--- config.mk ---
export PLATFORM = sky130hd
export DESIGN_NAME = scs_clock_select
export DESIGN_NICKNAME = d
export VERILOG_FILES = /design/src/shared/scs_pkg.sv /design/src/verilog/scs_clock_select.sv
export SDC_FILE = /design/constraint.sdc
export NUM_CORES = 1
export LEC_CHECK = 0
export BUFFER_PORTS_ARGS = -buffer_cell sky130_fd_sc_hd__buf_2
export CORE_AREA = 2 2 77 79
export CTS_CLUSTER_DIAMETER = 50
export CTS_CLUSTER_SIZE = 30
export DETAILED_ROUTE_END_ITERATION = 7
export DIE_AREA = 0 0 79 81
export HOLD_SLACK_MARGIN = 0.12
export PLACE_DENSITY_LB_ADDON = 0.1
export SLEW_MARGIN = 20
export SYNTH_ARGS = -nofsm -noshare
export SYNTH_HDL_FRONTEND = slang
export SYNTH_SLANG_ARGS = --single-unit
--- constraint.sdc ---
create_clock -name clk -period 5.4 [get_ports clk]
set_input_delay 0.27 -clock clk [delete_from_list [all_inputs] [get_ports clk]]
set_output_delay 0.27 -clock clk [all_outputs]
set_load 0.05 [all_outputs]
--- src/shared/scs_pkg.sv ---
package scs_pkg;

  // ----------------------------------------------------------------
  // register map (byte offsets on the apb bus)
  // ----------------------------------------------------------------
  localparam logic [7:0] MAIN_CTRL_OFFS = 8'h00;
  localparam logic [7:0] AUX_CTRL_OFFS = 8'h04;
  localparam logic [7:0] TUNE_CTRL_OFFS = 8'h08;

  // main control field positions
  localparam int MAIN_IDLE_BIT = 7;
  localparam int MAIN_IFS_LSB = 4;
  localparam int MAIN_PRIRUN_BIT = 3;
  localparam int MAIN_HFSTAB_BIT = 2;
  localparam int MAIN_SCS_LSB = 0;
  // aux control field positions
  localparam int AUX_MULRUN_BIT = 7;
  localparam int AUX_SECRUN_BIT = 6;
  localparam int AUX_MFSEL_BIT = 4;
  localparam int AUX_SECGO_BIT = 3;
  localparam int AUX_PRIDRV_BIT = 2;
  localparam int AUX_MFSTAB_BIT = 1;
  localparam int AUX_LFSTAB_BIT = 0;
  // tune control field positions
  localparam int TUNE_LFSRC_BIT = 7;
  localparam int TUNE_MULEN_BIT = 6;

  // reset values
  localparam logic [1:0] SCS_RESET = 2'h0;
  localparam logic [2:0] IFS_RESET = 3'h3;
  localparam logic PRIDRV_RESET = 1'b1;

  // frequency select codes
  localparam logic [2:0] IFS_DIV1 = 3'h7;
  localparam logic [2:0] IFS_DIV16 = 3'h3;
  localparam logic [2:0] IFS_CODE2 = 3'h2;
  localparam logic [2:0] IFS_CODE1 = 3'h1;
  // divider ratios as powers of two
  localparam logic [3:0] DIV_HF_C2 = 4'h5;
  localparam logic [3:0] DIV_HF_C1 = 4'h6;
  localparam logic [3:0] DIV_HF_C0 = 4'h9;
  localparam logic [3:0] DIV_MF_C0 = 4'h4;
  localparam logic [3:0] DIV_ONE = 4'h0;
  localparam logic [3:0] DIV_TWO = 4'h1;

  // primary mode fuse codes
  localparam logic [3:0] MODE_INT_FIRST = 4'h8;
  localparam logic [3:0] MODE_INT_LAST = 4'h9;
  localparam logic [3:0] MODE_EXT_LAST = 4'h7;
  localparam logic [3:0] MODE_CLKOUT_A = 4'h9;
  localparam logic [3:0] MODE_CLKOUT_B = 4'h3;
  localparam logic [3:0] MODE_GPIO_A = 4'h8;
  localparam logic [3:0] MODE_GPIO_B = 4'h5;

  // clock switch interval
  localparam int CLK_PERIOD_NS = 50;
  localparam int SWITCH_NS = 100;
  localparam logic [2:0] SWITCH_CNT = 3'((SWITCH_NS + CLK_PERIOD_NS - 1) / CLK_PERIOD_NS);

  typedef enum logic [1:0] {SRC_PRIMARY, SRC_SECONDARY, SRC_INTERNAL} scs_src_t;
  typedef enum logic [1:0] {INT_HF, INT_MF, INT_LF} scs_int_osc_t;
  typedef enum logic [1:0] {PIN_OSC, PIN_GPIO, PIN_CLKOUT} scs_pin_role_t;
  typedef enum logic {SW_STEADY, SW_MOVING} scs_sw_state_t;

  // internal oscillator block setting
  typedef struct packed {
    scs_int_osc_t src;
    logic [3:0] div_log2;
  } scs_int_clk_t;

  // configuration fuses
  typedef struct packed {
    logic [3:0] primary_mode_fuse;
    logic multiplier_fuse;
    logic two_speed_startup_fuse;
  } scs_fuse_t;

endpackage

--- src/verilog/scs_clock_select.sv ---
`timescale 1ns/10ps
`default_nettype none

// Behaviour
// - select field: 00 primary, 01 secondary, 1x internal
// - ordinary reset clears the select field, power-on reset alone does not
// - source moves after short switching interval
// - codes 111..011 give high osc /1../16
// - plain mode: 010,001 /32,/64; 000 low osc
// - low source bit: 000 is high /512
// - medium select: medium, /2; 000 low or medium/16
// - frequency change takes effect one cycle after the write
// - reset sets frequency code to 1 MHz
// - watchdog always runs from low oscillator
// - sleep enters idle when idle bit set
// - bit 3 shows primary running, fuse-dependent reset
// - bit 2 shows high oscillator stable
// - aux bit 7 shows multiplier is clocking
// - aux bit 6 shows secondary is clocking
// - secondary start bit, power-on reset only
// - primary drive bit, resets to one
// - aux bits 1,0 show medium, low stable
// - fuse codes free second pin or clkout
// - primary mode comes from fuse field
module scs_clock_select
  import scs_pkg::*;
(
  input wire logic clk,
  input wire logic resetn,
  input wire logic por_resetn,
  input wire logic psel,
  input wire logic penable,
  input wire logic pwrite,
  input wire logic [7:0] paddr,
  input wire logic [31:0] pwdata,
  output logic [31:0] prdata,
  output logic pready,
  output logic pslverr,
  input wire scs_fuse_t fuse_raw,
  input wire logic [2:0] osc_stable_raw,
  input wire logic primary_ready_raw,
  input wire logic secondary_other_req,
  input wire logic sleep_exec,
  output scs_src_t sys_clock_source,
  output scs_int_clk_t int_clk_setting,
  output logic multiplier_select,
  output logic secondary_osc_enable,
  output logic primary_drive_enable,
  output logic watchdog_low_osc_sel,
  output scs_pin_role_t pin_role,
  output logic divided_clock_output,
  output logic switch_busy,
  output logic idle_enter,
  output logic sleep_enter
);

  // ----------------------------------------------------------------
  // reset and input synchronisers
  // ----------------------------------------------------------------
  localparam int SYNC_W = 3 + 1 + 6;

  logic [1:0] rst_pipe;
  logic [1:0] por_pipe;
  logic rst_n;
  logic por_n;
  logic [SYNC_W-1:0] sync_meta;
  logic [SYNC_W-1:0] sync_q;
  logic [SYNC_W-1:0] sync_in;

  // release both resets through two flops
  always_ff @(posedge clk or negedge resetn) begin
    if (!resetn) begin
      rst_pipe <= 2'h0;
    end else begin
      rst_pipe <= {rst_pipe[0], 1'b1};
    end
  end

  always_ff @(posedge clk or negedge por_resetn) begin
    if (!por_resetn) begin
      por_pipe <= 2'h0;
    end else begin
      por_pipe <= {por_pipe[0], 1'b1};
    end
  end

  assign rst_n = rst_pipe[1];
  assign por_n = por_pipe[1];
  assign sync_in = {osc_stable_raw, primary_ready_raw, fuse_raw};

  // pin inputs: meta flop feeds only the second flop
  genvar gi;
  generate
    for (gi = 0; gi < SYNC_W; gi++) begin : g_sync
      always_ff @(posedge clk or negedge rst_n) begin
        if (!rst_n) begin
          sync_meta[gi] <= 1'b0;
          sync_q[gi] <= 1'b0;
        end else begin
          sync_meta[gi] <= sync_in[gi];
          sync_q[gi] <= sync_meta[gi];
        end
      end
    end
  endgenerate

  scs_fuse_t fuse;
  logic hf_stable;
  logic mf_stable;
  logic lf_stable;
  logic primary_ready;

  assign fuse = sync_q[5:0];
  assign primary_ready = sync_q[6];
  assign lf_stable = sync_q[7];
  assign mf_stable = sync_q[8];
  assign hf_stable = sync_q[9];

  // ----------------------------------------------------------------
  // software registers and apb slave
  // ----------------------------------------------------------------
  logic idle_on_sleep_enable;
  logic [2:0] internal_freq_select;
  logic [1:0] sys_clock_select;
  logic medium_osc_select;
  logic secondary_osc_start;
  logic primary_drive_on;
  logic low_freq_source_bit;
  logic multiplier_enable;
  logic primary_running_status;
  logic multiplier_running_status;
  logic secondary_running_status;

  wire access = psel && penable;
  wire wr_take = access && pready && pwrite;
  wire hit_main = paddr == MAIN_CTRL_OFFS;
  wire hit_aux = paddr == AUX_CTRL_OFFS;
  wire hit_tune = paddr == TUNE_CTRL_OFFS;
  wire hit_any = hit_main || hit_aux || hit_tune;
  wire wr_main = wr_take && hit_main;
  wire wr_aux = wr_take && hit_aux;
  wire wr_tune = wr_take && hit_tune;

  // register images as software reads them
  // high stable readback
  wire [7:0] main_image = {idle_on_sleep_enable, internal_freq_select, primary_running_status,
                           hf_stable, sys_clock_select};
  wire [7:0] aux_image = {multiplier_running_status, secondary_running_status, 1'b0,
                          medium_osc_select, secondary_osc_start, primary_drive_on,
                          mf_stable, lf_stable};
  wire [7:0] tune_image = {low_freq_source_bit, multiplier_enable, 6'h00};
  wire [7:0] read_sel = hit_main ? main_image : hit_aux ? aux_image : hit_tune ? tune_image : 8'h00;

  // one wait state: ready rises in the second access cycle
  wire next_pready = access && !pready;

  always_ff @(posedge clk or negedge rst_n) begin
    if (!rst_n) begin
      pready <= 1'b0;
      pslverr <= 1'b0;
      prdata <= 32'h0000_0000;
    end else begin
      pready <= next_pready;
      pslverr <= next_pready && !hit_any;
      prdata <= next_pready ? {24'h00_0000, read_sel} : 32'h0000_0000;
    end
  end

  // main control fields, reset by ordinary reset only; frequency code loads IFS_RESET
  // select field cleared
  always_ff @(posedge clk or negedge rst_n) begin
    if (!rst_n) begin
      idle_on_sleep_enable <= 1'b0;
      internal_freq_select <= IFS_RESET;
      sys_clock_select <= SCS_RESET;
    end else if (wr_main) begin
      idle_on_sleep_enable <= pwdata[MAIN_IDLE_BIT];
      internal_freq_select <= pwdata[MAIN_IFS_LSB +: 3];
      sys_clock_select <= pwdata[MAIN_SCS_LSB +: 2];
    end
  end

  // aux and tune fields on ordinary reset
  // drive bit resets to one
  always_ff @(posedge clk or negedge rst_n) begin
    if (!rst_n) begin
      medium_osc_select <= 1'b0;
      primary_drive_on <= PRIDRV_RESET;
      low_freq_source_bit <= 1'b0;
      multiplier_enable <= 1'b0;
    end else begin
      if (wr_aux) begin
        medium_osc_select <= pwdata[AUX_MFSEL_BIT];
        primary_drive_on <= pwdata[AUX_PRIDRV_BIT];
      end
      if (wr_tune) begin
        low_freq_source_bit <= pwdata[TUNE_LFSRC_BIT];
        multiplier_enable <= pwdata[TUNE_MULEN_BIT];
      end
    end
  end

  // start bit survives all but power-on reset
  // power-on reset only
  always_ff @(posedge clk or negedge por_n) begin
    if (!por_n) begin
      secondary_osc_start <= 1'b0;
    end else if (wr_aux) begin
      secondary_osc_start <= pwdata[AUX_SECGO_BIT];
    end
  end

  // ----------------------------------------------------------------
  // decoding
  // ----------------------------------------------------------------
  // select field decode
  function automatic scs_src_t decode_select(input logic [1:0] code);
    if (code[1]) begin
      decode_select = SRC_INTERNAL;
    end else if (code[0]) begin
      decode_select = SRC_SECONDARY;
    end else begin
      decode_select = SRC_PRIMARY;
    end
  endfunction

  function automatic scs_int_clk_t decode_freq(input logic [2:0] code, input logic lfsrc,
                                               input logic mfsel);
    scs_int_clk_t r;
    r.src = INT_HF;
    r.div_log2 = DIV_ONE;
    if (code >= IFS_DIV16) begin
      r.div_log2 = 4'(IFS_DIV1 - code);
    end else if (code == IFS_CODE2) begin
      r.src = mfsel ? INT_MF : INT_HF;
      r.div_log2 = mfsel ? DIV_ONE : DIV_HF_C2;
    end else if (code == IFS_CODE1) begin
      r.src = mfsel ? INT_MF : INT_HF;
      r.div_log2 = mfsel ? DIV_TWO : DIV_HF_C1;
    end else if (!lfsrc) begin
      r.src = INT_LF;
    end else begin
      r.src = mfsel ? INT_MF : INT_HF;
      r.div_log2 = mfsel ? DIV_MF_C0 : DIV_HF_C0;
    end
    decode_freq = r;
  endfunction

  // primary mode straight from the fuse field
  wire primary_is_internal = (fuse.primary_mode_fuse >= MODE_INT_FIRST) &&
                             (fuse.primary_mode_fuse <= MODE_INT_LAST);
  wire primary_is_external = fuse.primary_mode_fuse <= MODE_EXT_LAST;

  wire next_mult_sel = (primary_is_external && fuse.multiplier_fuse) ||
                       (!primary_is_external && multiplier_enable);

  // second pin role from fuse code
  wire pin_is_clkout = (fuse.primary_mode_fuse == MODE_CLKOUT_A) ||
                       (fuse.primary_mode_fuse == MODE_CLKOUT_B);
  wire pin_is_gpio = (fuse.primary_mode_fuse == MODE_GPIO_A) ||
                     (fuse.primary_mode_fuse == MODE_GPIO_B);
  wire scs_pin_role_t next_pin_role = pin_is_clkout ? PIN_CLKOUT :
                                      pin_is_gpio ? PIN_GPIO : PIN_OSC;

  // ----------------------------------------------------------------
  // clock switching
  // ----------------------------------------------------------------
  scs_sw_state_t sw_state;
  scs_sw_state_t next_sw_state;
  logic [2:0] sw_cnt;
  scs_src_t active_src;
  logic startup_pending;

  wire scs_src_t wanted_src = decode_select(sys_clock_select);
  wire sw_done = sw_cnt == 3'h1;

  always_comb begin
    next_sw_state = sw_state;
    unique case (sw_state)
      SW_STEADY: begin
        if (wanted_src != active_src) begin
          next_sw_state = SW_MOVING;
        end
      end
      SW_MOVING: begin
        if (sw_done) begin
          next_sw_state = SW_STEADY;
        end
      end
    endcase
  end

  always_ff @(posedge clk or negedge rst_n) begin
    if (!rst_n) begin
      sw_state <= SW_STEADY;
      sw_cnt <= 3'h0;
      active_src <= SRC_PRIMARY;
    end else begin
      sw_state <= next_sw_state;
      sw_cnt <= (sw_state == SW_STEADY) ? SWITCH_CNT : sw_cnt - 3'h1;
      if (sw_state == SW_MOVING && sw_done) begin
        active_src <= wanted_src;
      end
    end
  end

  // primary not yet ready while two-speed start runs internally
  always_ff @(posedge clk or negedge rst_n) begin
    if (!rst_n) begin
      startup_pending <= 1'b1;
    end else if (primary_ready) begin
      startup_pending <= 1'b0;
    end
  end

  wire on_internal_startup = startup_pending && fuse.two_speed_startup_fuse;
  wire primary_live = active_src == SRC_PRIMARY && !on_internal_startup;

  // ----------------------------------------------------------------
  // status and outputs
  // ----------------------------------------------------------------
  logic [1:0] div4_cnt;

  always_ff @(posedge clk or negedge rst_n) begin
    if (!rst_n) begin
      primary_running_status <= 1'b0;
      multiplier_running_status <= 1'b0;
      secondary_running_status <= 1'b0;
    end else begin
      primary_running_status <= primary_live && !primary_is_internal;
      multiplier_running_status <= primary_live && next_mult_sel;
      secondary_running_status <= active_src == SRC_SECONDARY;
    end
  end

  // outputs all registered; frequency follows code next cycle
  // frequency follows code one cycle later
  always_ff @(posedge clk or negedge rst_n) begin
    if (!rst_n) begin
      sys_clock_source <= SRC_PRIMARY;
      // reset shows the 1 MHz setting, not the undivided rate
      int_clk_setting <= '{src: INT_HF, div_log2: 4'(IFS_DIV1 - IFS_RESET)};
      multiplier_select <= 1'b0;
      secondary_osc_enable <= 1'b0;
      primary_drive_enable <= PRIDRV_RESET;
      watchdog_low_osc_sel <= 1'b1;
      pin_role <= PIN_OSC;
      switch_busy <= 1'b0;
    end else begin
      sys_clock_source <= on_internal_startup && active_src == SRC_PRIMARY ? SRC_INTERNAL
                                                                             : active_src;
      int_clk_setting <= decode_freq(internal_freq_select, low_freq_source_bit,
                                     medium_osc_select);
      multiplier_select <= next_mult_sel;
      // stays on while anyone needs it
      secondary_osc_enable <= secondary_osc_start || secondary_other_req ||
                              active_src == SRC_SECONDARY || wanted_src == SRC_SECONDARY;
      primary_drive_enable <= primary_drive_on;
      watchdog_low_osc_sel <= 1'b1;
      pin_role <= next_pin_role;
      switch_busy <= next_sw_state == SW_MOVING;
    end
  end

  // divided clock: quarter rate only in clkout role
  always_ff @(posedge clk or negedge rst_n) begin
    if (!rst_n) begin
      div4_cnt <= 2'h0;
      divided_clock_output <= 1'b0;
    end else begin
      div4_cnt <= div4_cnt + 2'h1;
      divided_clock_output <= (next_pin_role == PIN_CLKOUT) && div4_cnt[1];
    end
  end

  // sleep instruction steering
  // idle versus sleep
  always_ff @(posedge clk or negedge rst_n) begin
    if (!rst_n) begin
      idle_enter <= 1'b0;
      sleep_enter <= 1'b0;
    end else begin
      idle_enter <= sleep_exec && idle_on_sleep_enable;
      sleep_enter <= sleep_exec && !idle_on_sleep_enable;
    end
  end
endmodule // scs_clock_select

`default_nettype wire

# After elaboration in Yosys (flattened, before gate mapping)
# Index checks and enable logic that the tools add are counted.
# op_classes
mux	23
n_reduce_logical	36
eq_ne	13
order_cmp	4
n_addsub	3
bitwise_logic	1
# ops
cell	count
8-bit 2-to-1 mux	4
1-bit logical AND	20
4-bit 2-to-1 mux	3
6-bit 2-to-1 mux	2
2-bit 2-to-1 mux	5
3-bit 2-to-1 mux	3
4-bit == test (second input constant)	2
8-bit by 3-bit == test with 1-bit output (second input constant)	1
8-bit by 4-bit == test with 1-bit output (second input constant)	1
8-bit logical NOT	1
1-bit logical OR	8
3-bit by 1-bit == test with 1-bit output (second input constant)	2
1-bit logical NOT	6
1-bit 2-to-1 mux	5
2-bit by 1-bit == test with 1-bit output (second input constant)	2
4-bit by 2-bit == test with 1-bit output (second input constant)	1
4-bit by 3-bit == test with 1-bit output (second input constant)	1
4-bit greater-or-equal comparator (second input constant)	1
4-bit by 3-bit less-or-equal comparator with 1-bit output (second input constant)	1
4-bit less-or-equal comparator (second input constant)	1
3-bit by 3-bit subtractor with 4-bit output (first input constant)	1
3-bit by 2-bit == test with 1-bit output (second input constant)	1
3-bit by 2-bit greater-or-equal comparator with 1-bit output (second input constant)	1
3-bit by 1-bit subtractor with 3-bit output (second input constant)	1
6 further kinds	6
# totals
out_inout_bits	52
ff_bits	73
in_bits	58

# Logic depth before layout (Yosys ltp)
# depth
ltp_word	6
mapped_depth	5
mapped_depth_nobuf	5

# Least setup slack after synthesis
# Ideal clock, no wire load.
# synth_timing
kind	register -> register
from	reg pready
to	reg idle_on_sleep_enable
synth_period_minus_slack_ns	1.695
slack_ns	3.705
setup_time_ns	0.125
arrival_time_ns	1.570
path_stages_with_launch	5
cell_sequence	dfrtp_1 nor4bb_1 and4b_1 buf_6 mux2_4
# synth_via
elab_chain_len	3
# synth_rtl
item	line	rtl
start, declared	scs_clock_select.sv:37	output logic pready,
start signal, assigned	scs_clock_select.sv:163	pready <= next_pready;
1-bit logical AND (2 in series)	scs_clock_select.sv:135	wire wr_take = access && pready && pwrite;
1-bit logical AND	scs_clock_select.sv:140	wire wr_main = wr_take && hit_main;
end signal, assigned	scs_clock_select.sv:177	idle_on_sleep_enable <= pwdata[MAIN_IDLE_BIT];
end, declared	scs_clock_select.sv:122	logic idle_on_sleep_enable;
# Every way passes these cells.
# A chain may end at the register's enable or synchronous reset.

# Final worst setup path
# layout_timing
from	reg pready
to	reg sys_clock_select[0]
# layout_via
elab_chain_len	3
# layout_rtl
item	line	rtl
1-bit logical AND (2 in series)	scs_clock_select.sv:135	
1-bit logical AND	scs_clock_select.sv:140	
end signal, assigned	scs_clock_select.sv:179	sys_clock_select <= pwdata[MAIN_SCS_LSB +: 2];
end, declared	scs_clock_select.sv:124	logic [1:0] sys_clock_select;
# Every way passes these cells.

==> flow_summary.yaml <==
critical_path:
  slowest_delay_ns: 0.50
  reg2reg_from: "pready"
  worstSetupStartpointType: "flip-flop"
  cp.arrival_ns: 1.87
  worstPathMaxFanout: 8
  slowest_stage: "and4b_1"
  end_kind: "flip-flop"
  r2r_end: "sys_clock_select[0]"
  cp_cell_sequence: "nor4bb_1, and4b_1, mux2_4"
  r2r_slack_ns: 3.75
  critical_path_required_ns: 5.62
  critPathLaunch: "pready"
  reg2reg_depth: 3
  path_class: "flip-flop to flip-flop"
  endpoint: "sys_clock_select[0]"
finish:
  fillers: 476
  fin_nets: 346
  drive_gt1_share_pct: 34.4
  utilization_pct: 60.8
  fin_area_um2: 3450
  final_cell_count_no_fill: 366
  syn_to_final_growth_pct: 22.5
  antenna_cells: 0
global_routing:
  grt_pass1_vias: 1528
  grt_max_degree: 44
  grt.total_usage_pct: 15.6
  grt_overflow: 0
  antenna_found_initial: 0
  grt_pass1_wl_mm: 7.24
detailed_routing:
  via_per_inst: 4.50
  wl_per_cell_um: 12.1
  ant_nets: 0
  dr_total_vias: 1646
  drc: 0
  routed_wl_mm: 4.44
  drt_pre_antenna_iters: 5
  drtIter0Drc: 80
sta:
  fin_crit_ns: 1.65
  max_freq_mhz: 606
  tightest_slew_ns: 0.539
  tns_ns: 0
  rsz0062_at_grt: "no"
  slew_headroom_pct: 64.1
  hold_violations: 0
  min_period_over_period_pct: 30.5
  setup_viol: 0
  slew_violations: 0
  fin_skew_ns: 0.0112
clock_network:
  cts_buffers: 9
  cts-resized-gates: 0
  insertion_delay_ns: 0.34
  cts_root_buffer: "clkbuf_8"
  cts_buffer_depth: 2
  cts_tree: "built"
  cts_sinks: 73
  htree_levels: 3
  hold_buffers: 13
  cts.clk_slew.worst_paths_ns: 0.08
  cts_setup_buffers: 0
yosys:
  yosysMostFrequentCell: "dfrtp_1"
  synth_seq_area_share_pct: 65.1
  synth_top_cell_area_share_pct: 59.5
  synth_edf_count: 0
  synth-simple-area-share_pct: 11.5
  synthTopCellsByArea: "dfrtp_1, buf_4, dfstp_2"
  synth_top_area_cell: "dfrtp_1"
  synth_area_per_cell_um2: 13.7
  synth_top_family_by_area: "simple AND/OR/NAND/NOR gates"
  synth_xor_area_share_pct: 1.24
  synthDistinctLibCells: 42
  ys.flop_type: "dfrtp_1"
  async_reset_ff_share_pct: 100
  ys_top_cells_by_count: "dfrtp_1, buf_4, nand2_1, nor2_1"
  synth_compound_area_share_pct: 3.99
  synth_mux_area_share_pct: 8.48
  ys_warn_count: 0
  synth_seq_cells: 73
  netlist_area_um2: 2820
  syn_inst: 206
  synth_fa_ha_area_share_pct: 0.888
placed_design:
  portBuffers: 60
  placed_area_um2: 3090
  dp_hpwl_mm: 3.06
  gp_congestion: 0.828
  place_inst: 337
floorplanning:
  start_util_pct: 49.7
  die-height_um: 81
  num_io_pins: 110
  coreArea_um2: 5680
  fp.dieW_um: 79
  die_area_um2: 6400
  rows: 28
pwr:
  p_leak_uw: 0.00175
  power_uw: 1160
  powerDensity_nw_per_um2: 336
  ir_drop_v: 0.000203
hold_path:
  min_path_type: "input port to flip-flop"
run:
  drv_cap: 0
status:
  status: "finished clean"
[report_power, final]
group / internal (µW) / switching [µW]
logic: 29.6 / 80.5
clock network: 284 / 191
registers: 565 / 11.8
[metrics by stage]
step / setup slack (ns) / hold WS (ns)
after floorplan: 3.32 / -0.0256
after global placement: 3.62 / 0.000897
after detailed placement: 3.60 / 0.00235
after CTS: 3.75 / 0.140
after global routing: 3.65 / 0.151
final: 3.75 / 0.156
[logic make-up after synthesis]
group,Yosys count
buffers and inverters,35
muxes,20
xor gates and xnor gates,4
DFF,73
other,2
adders and majority gates,2
and+or+nand+nor,55
AOI/OAI and AO/OA,15
[area by class of cell]
| type | count | area [µm²] | share of cell area, % |
|---|---|---|---|
| Sequential cell | 73 | 1840 | 53.2 |
| Inverter | 5 | 18.8 | 0.543 |
| Clock buffer | 11 | 151 | 4.38 |
| Timing Repair Buffer | 74 | 438 | 12.7 |
| Clock inverter | 5 | 77.6 | 2.25 |
| Tap cell | 75 | 93.8 | 2.72 |
| Multi-Input combinational cell | 123 | 838 | 24.3 |
[state kept, by name (all words and copies together) (netlist names), 2 cells and up]
signal                flops
sync_meta                10
active_src                2
fuse                      6
sys_clock_source          2
internal_freq_select      3
int_clk_setting           6
sw_cnt                    3
pin_role                  2
rst_pipe                  2
prdata                    8
div4_cnt                  2
sys_clock_select          2
por_pipe                  2
[worst max-delay path, delay by kind of cell (launching register included)]
| family | cells | cell delay (ns) |
|---|---|---|
| flops | 1 | 0.47 |
| mux | 1 | 0.34 |
| simple gates | 2 | 0.72 |
[cell usage in the layout (no fill, tap or decap), types with 3 or more instances in the layout]
| master | n |
|---|---|
| inv_1 | 5 |
| nor3b_1 | 3 |
| dfstp_2 | 6 |
| and4b_1 | 3 |
| nor2b_1 | 5 |
| mux2_4 | 6 |
| clkbuf_8 | 11 |
| dfrtp_1 | 66 |
| and2_1 | 3 |
| nor3_1 | 3 |
| mux2_2 | 7 |
| mux2i_1 | 7 |
| dlygate4sd3_1 | 13 |
| buf_2 | 60 |
| o21ai_0 | 3 |
| nor2_1 | 11 |
| nand2_1 | 11 |
| conb_1 | 27 |
[worst min path at each step]
stage	from	endpoint	slack (ns)	depth (start not counted)
2_1_floorplan	por_resetn	por_pipe[0]	-0.03	0
3_3_place_gp	por_pipe[1]	secondary_osc_start	0.0009	0
3_5_place_dp	por_pipe[1]	secondary_osc_start	0.002	0
4_1_cts	sleep_exec	idle_enter	0.14	2
5_1_grt	sleep_exec	idle_enter	0.15	2
6_report	sleep_exec	idle_enter	0.16	2
[layer usage]
metal / vias to the layer above / routed length [µm] / global-route usage [%]
met4: 0 / 121 / 9.83
met3: 11 / 274 / 5.00
met2: 53 / 2090 / 23.4
met1: 777 / 1950 / 19.9
li1: 805 / - / -
met5: - / 0 / 0
No activity file was read; power rests on OpenSTA's default activity.
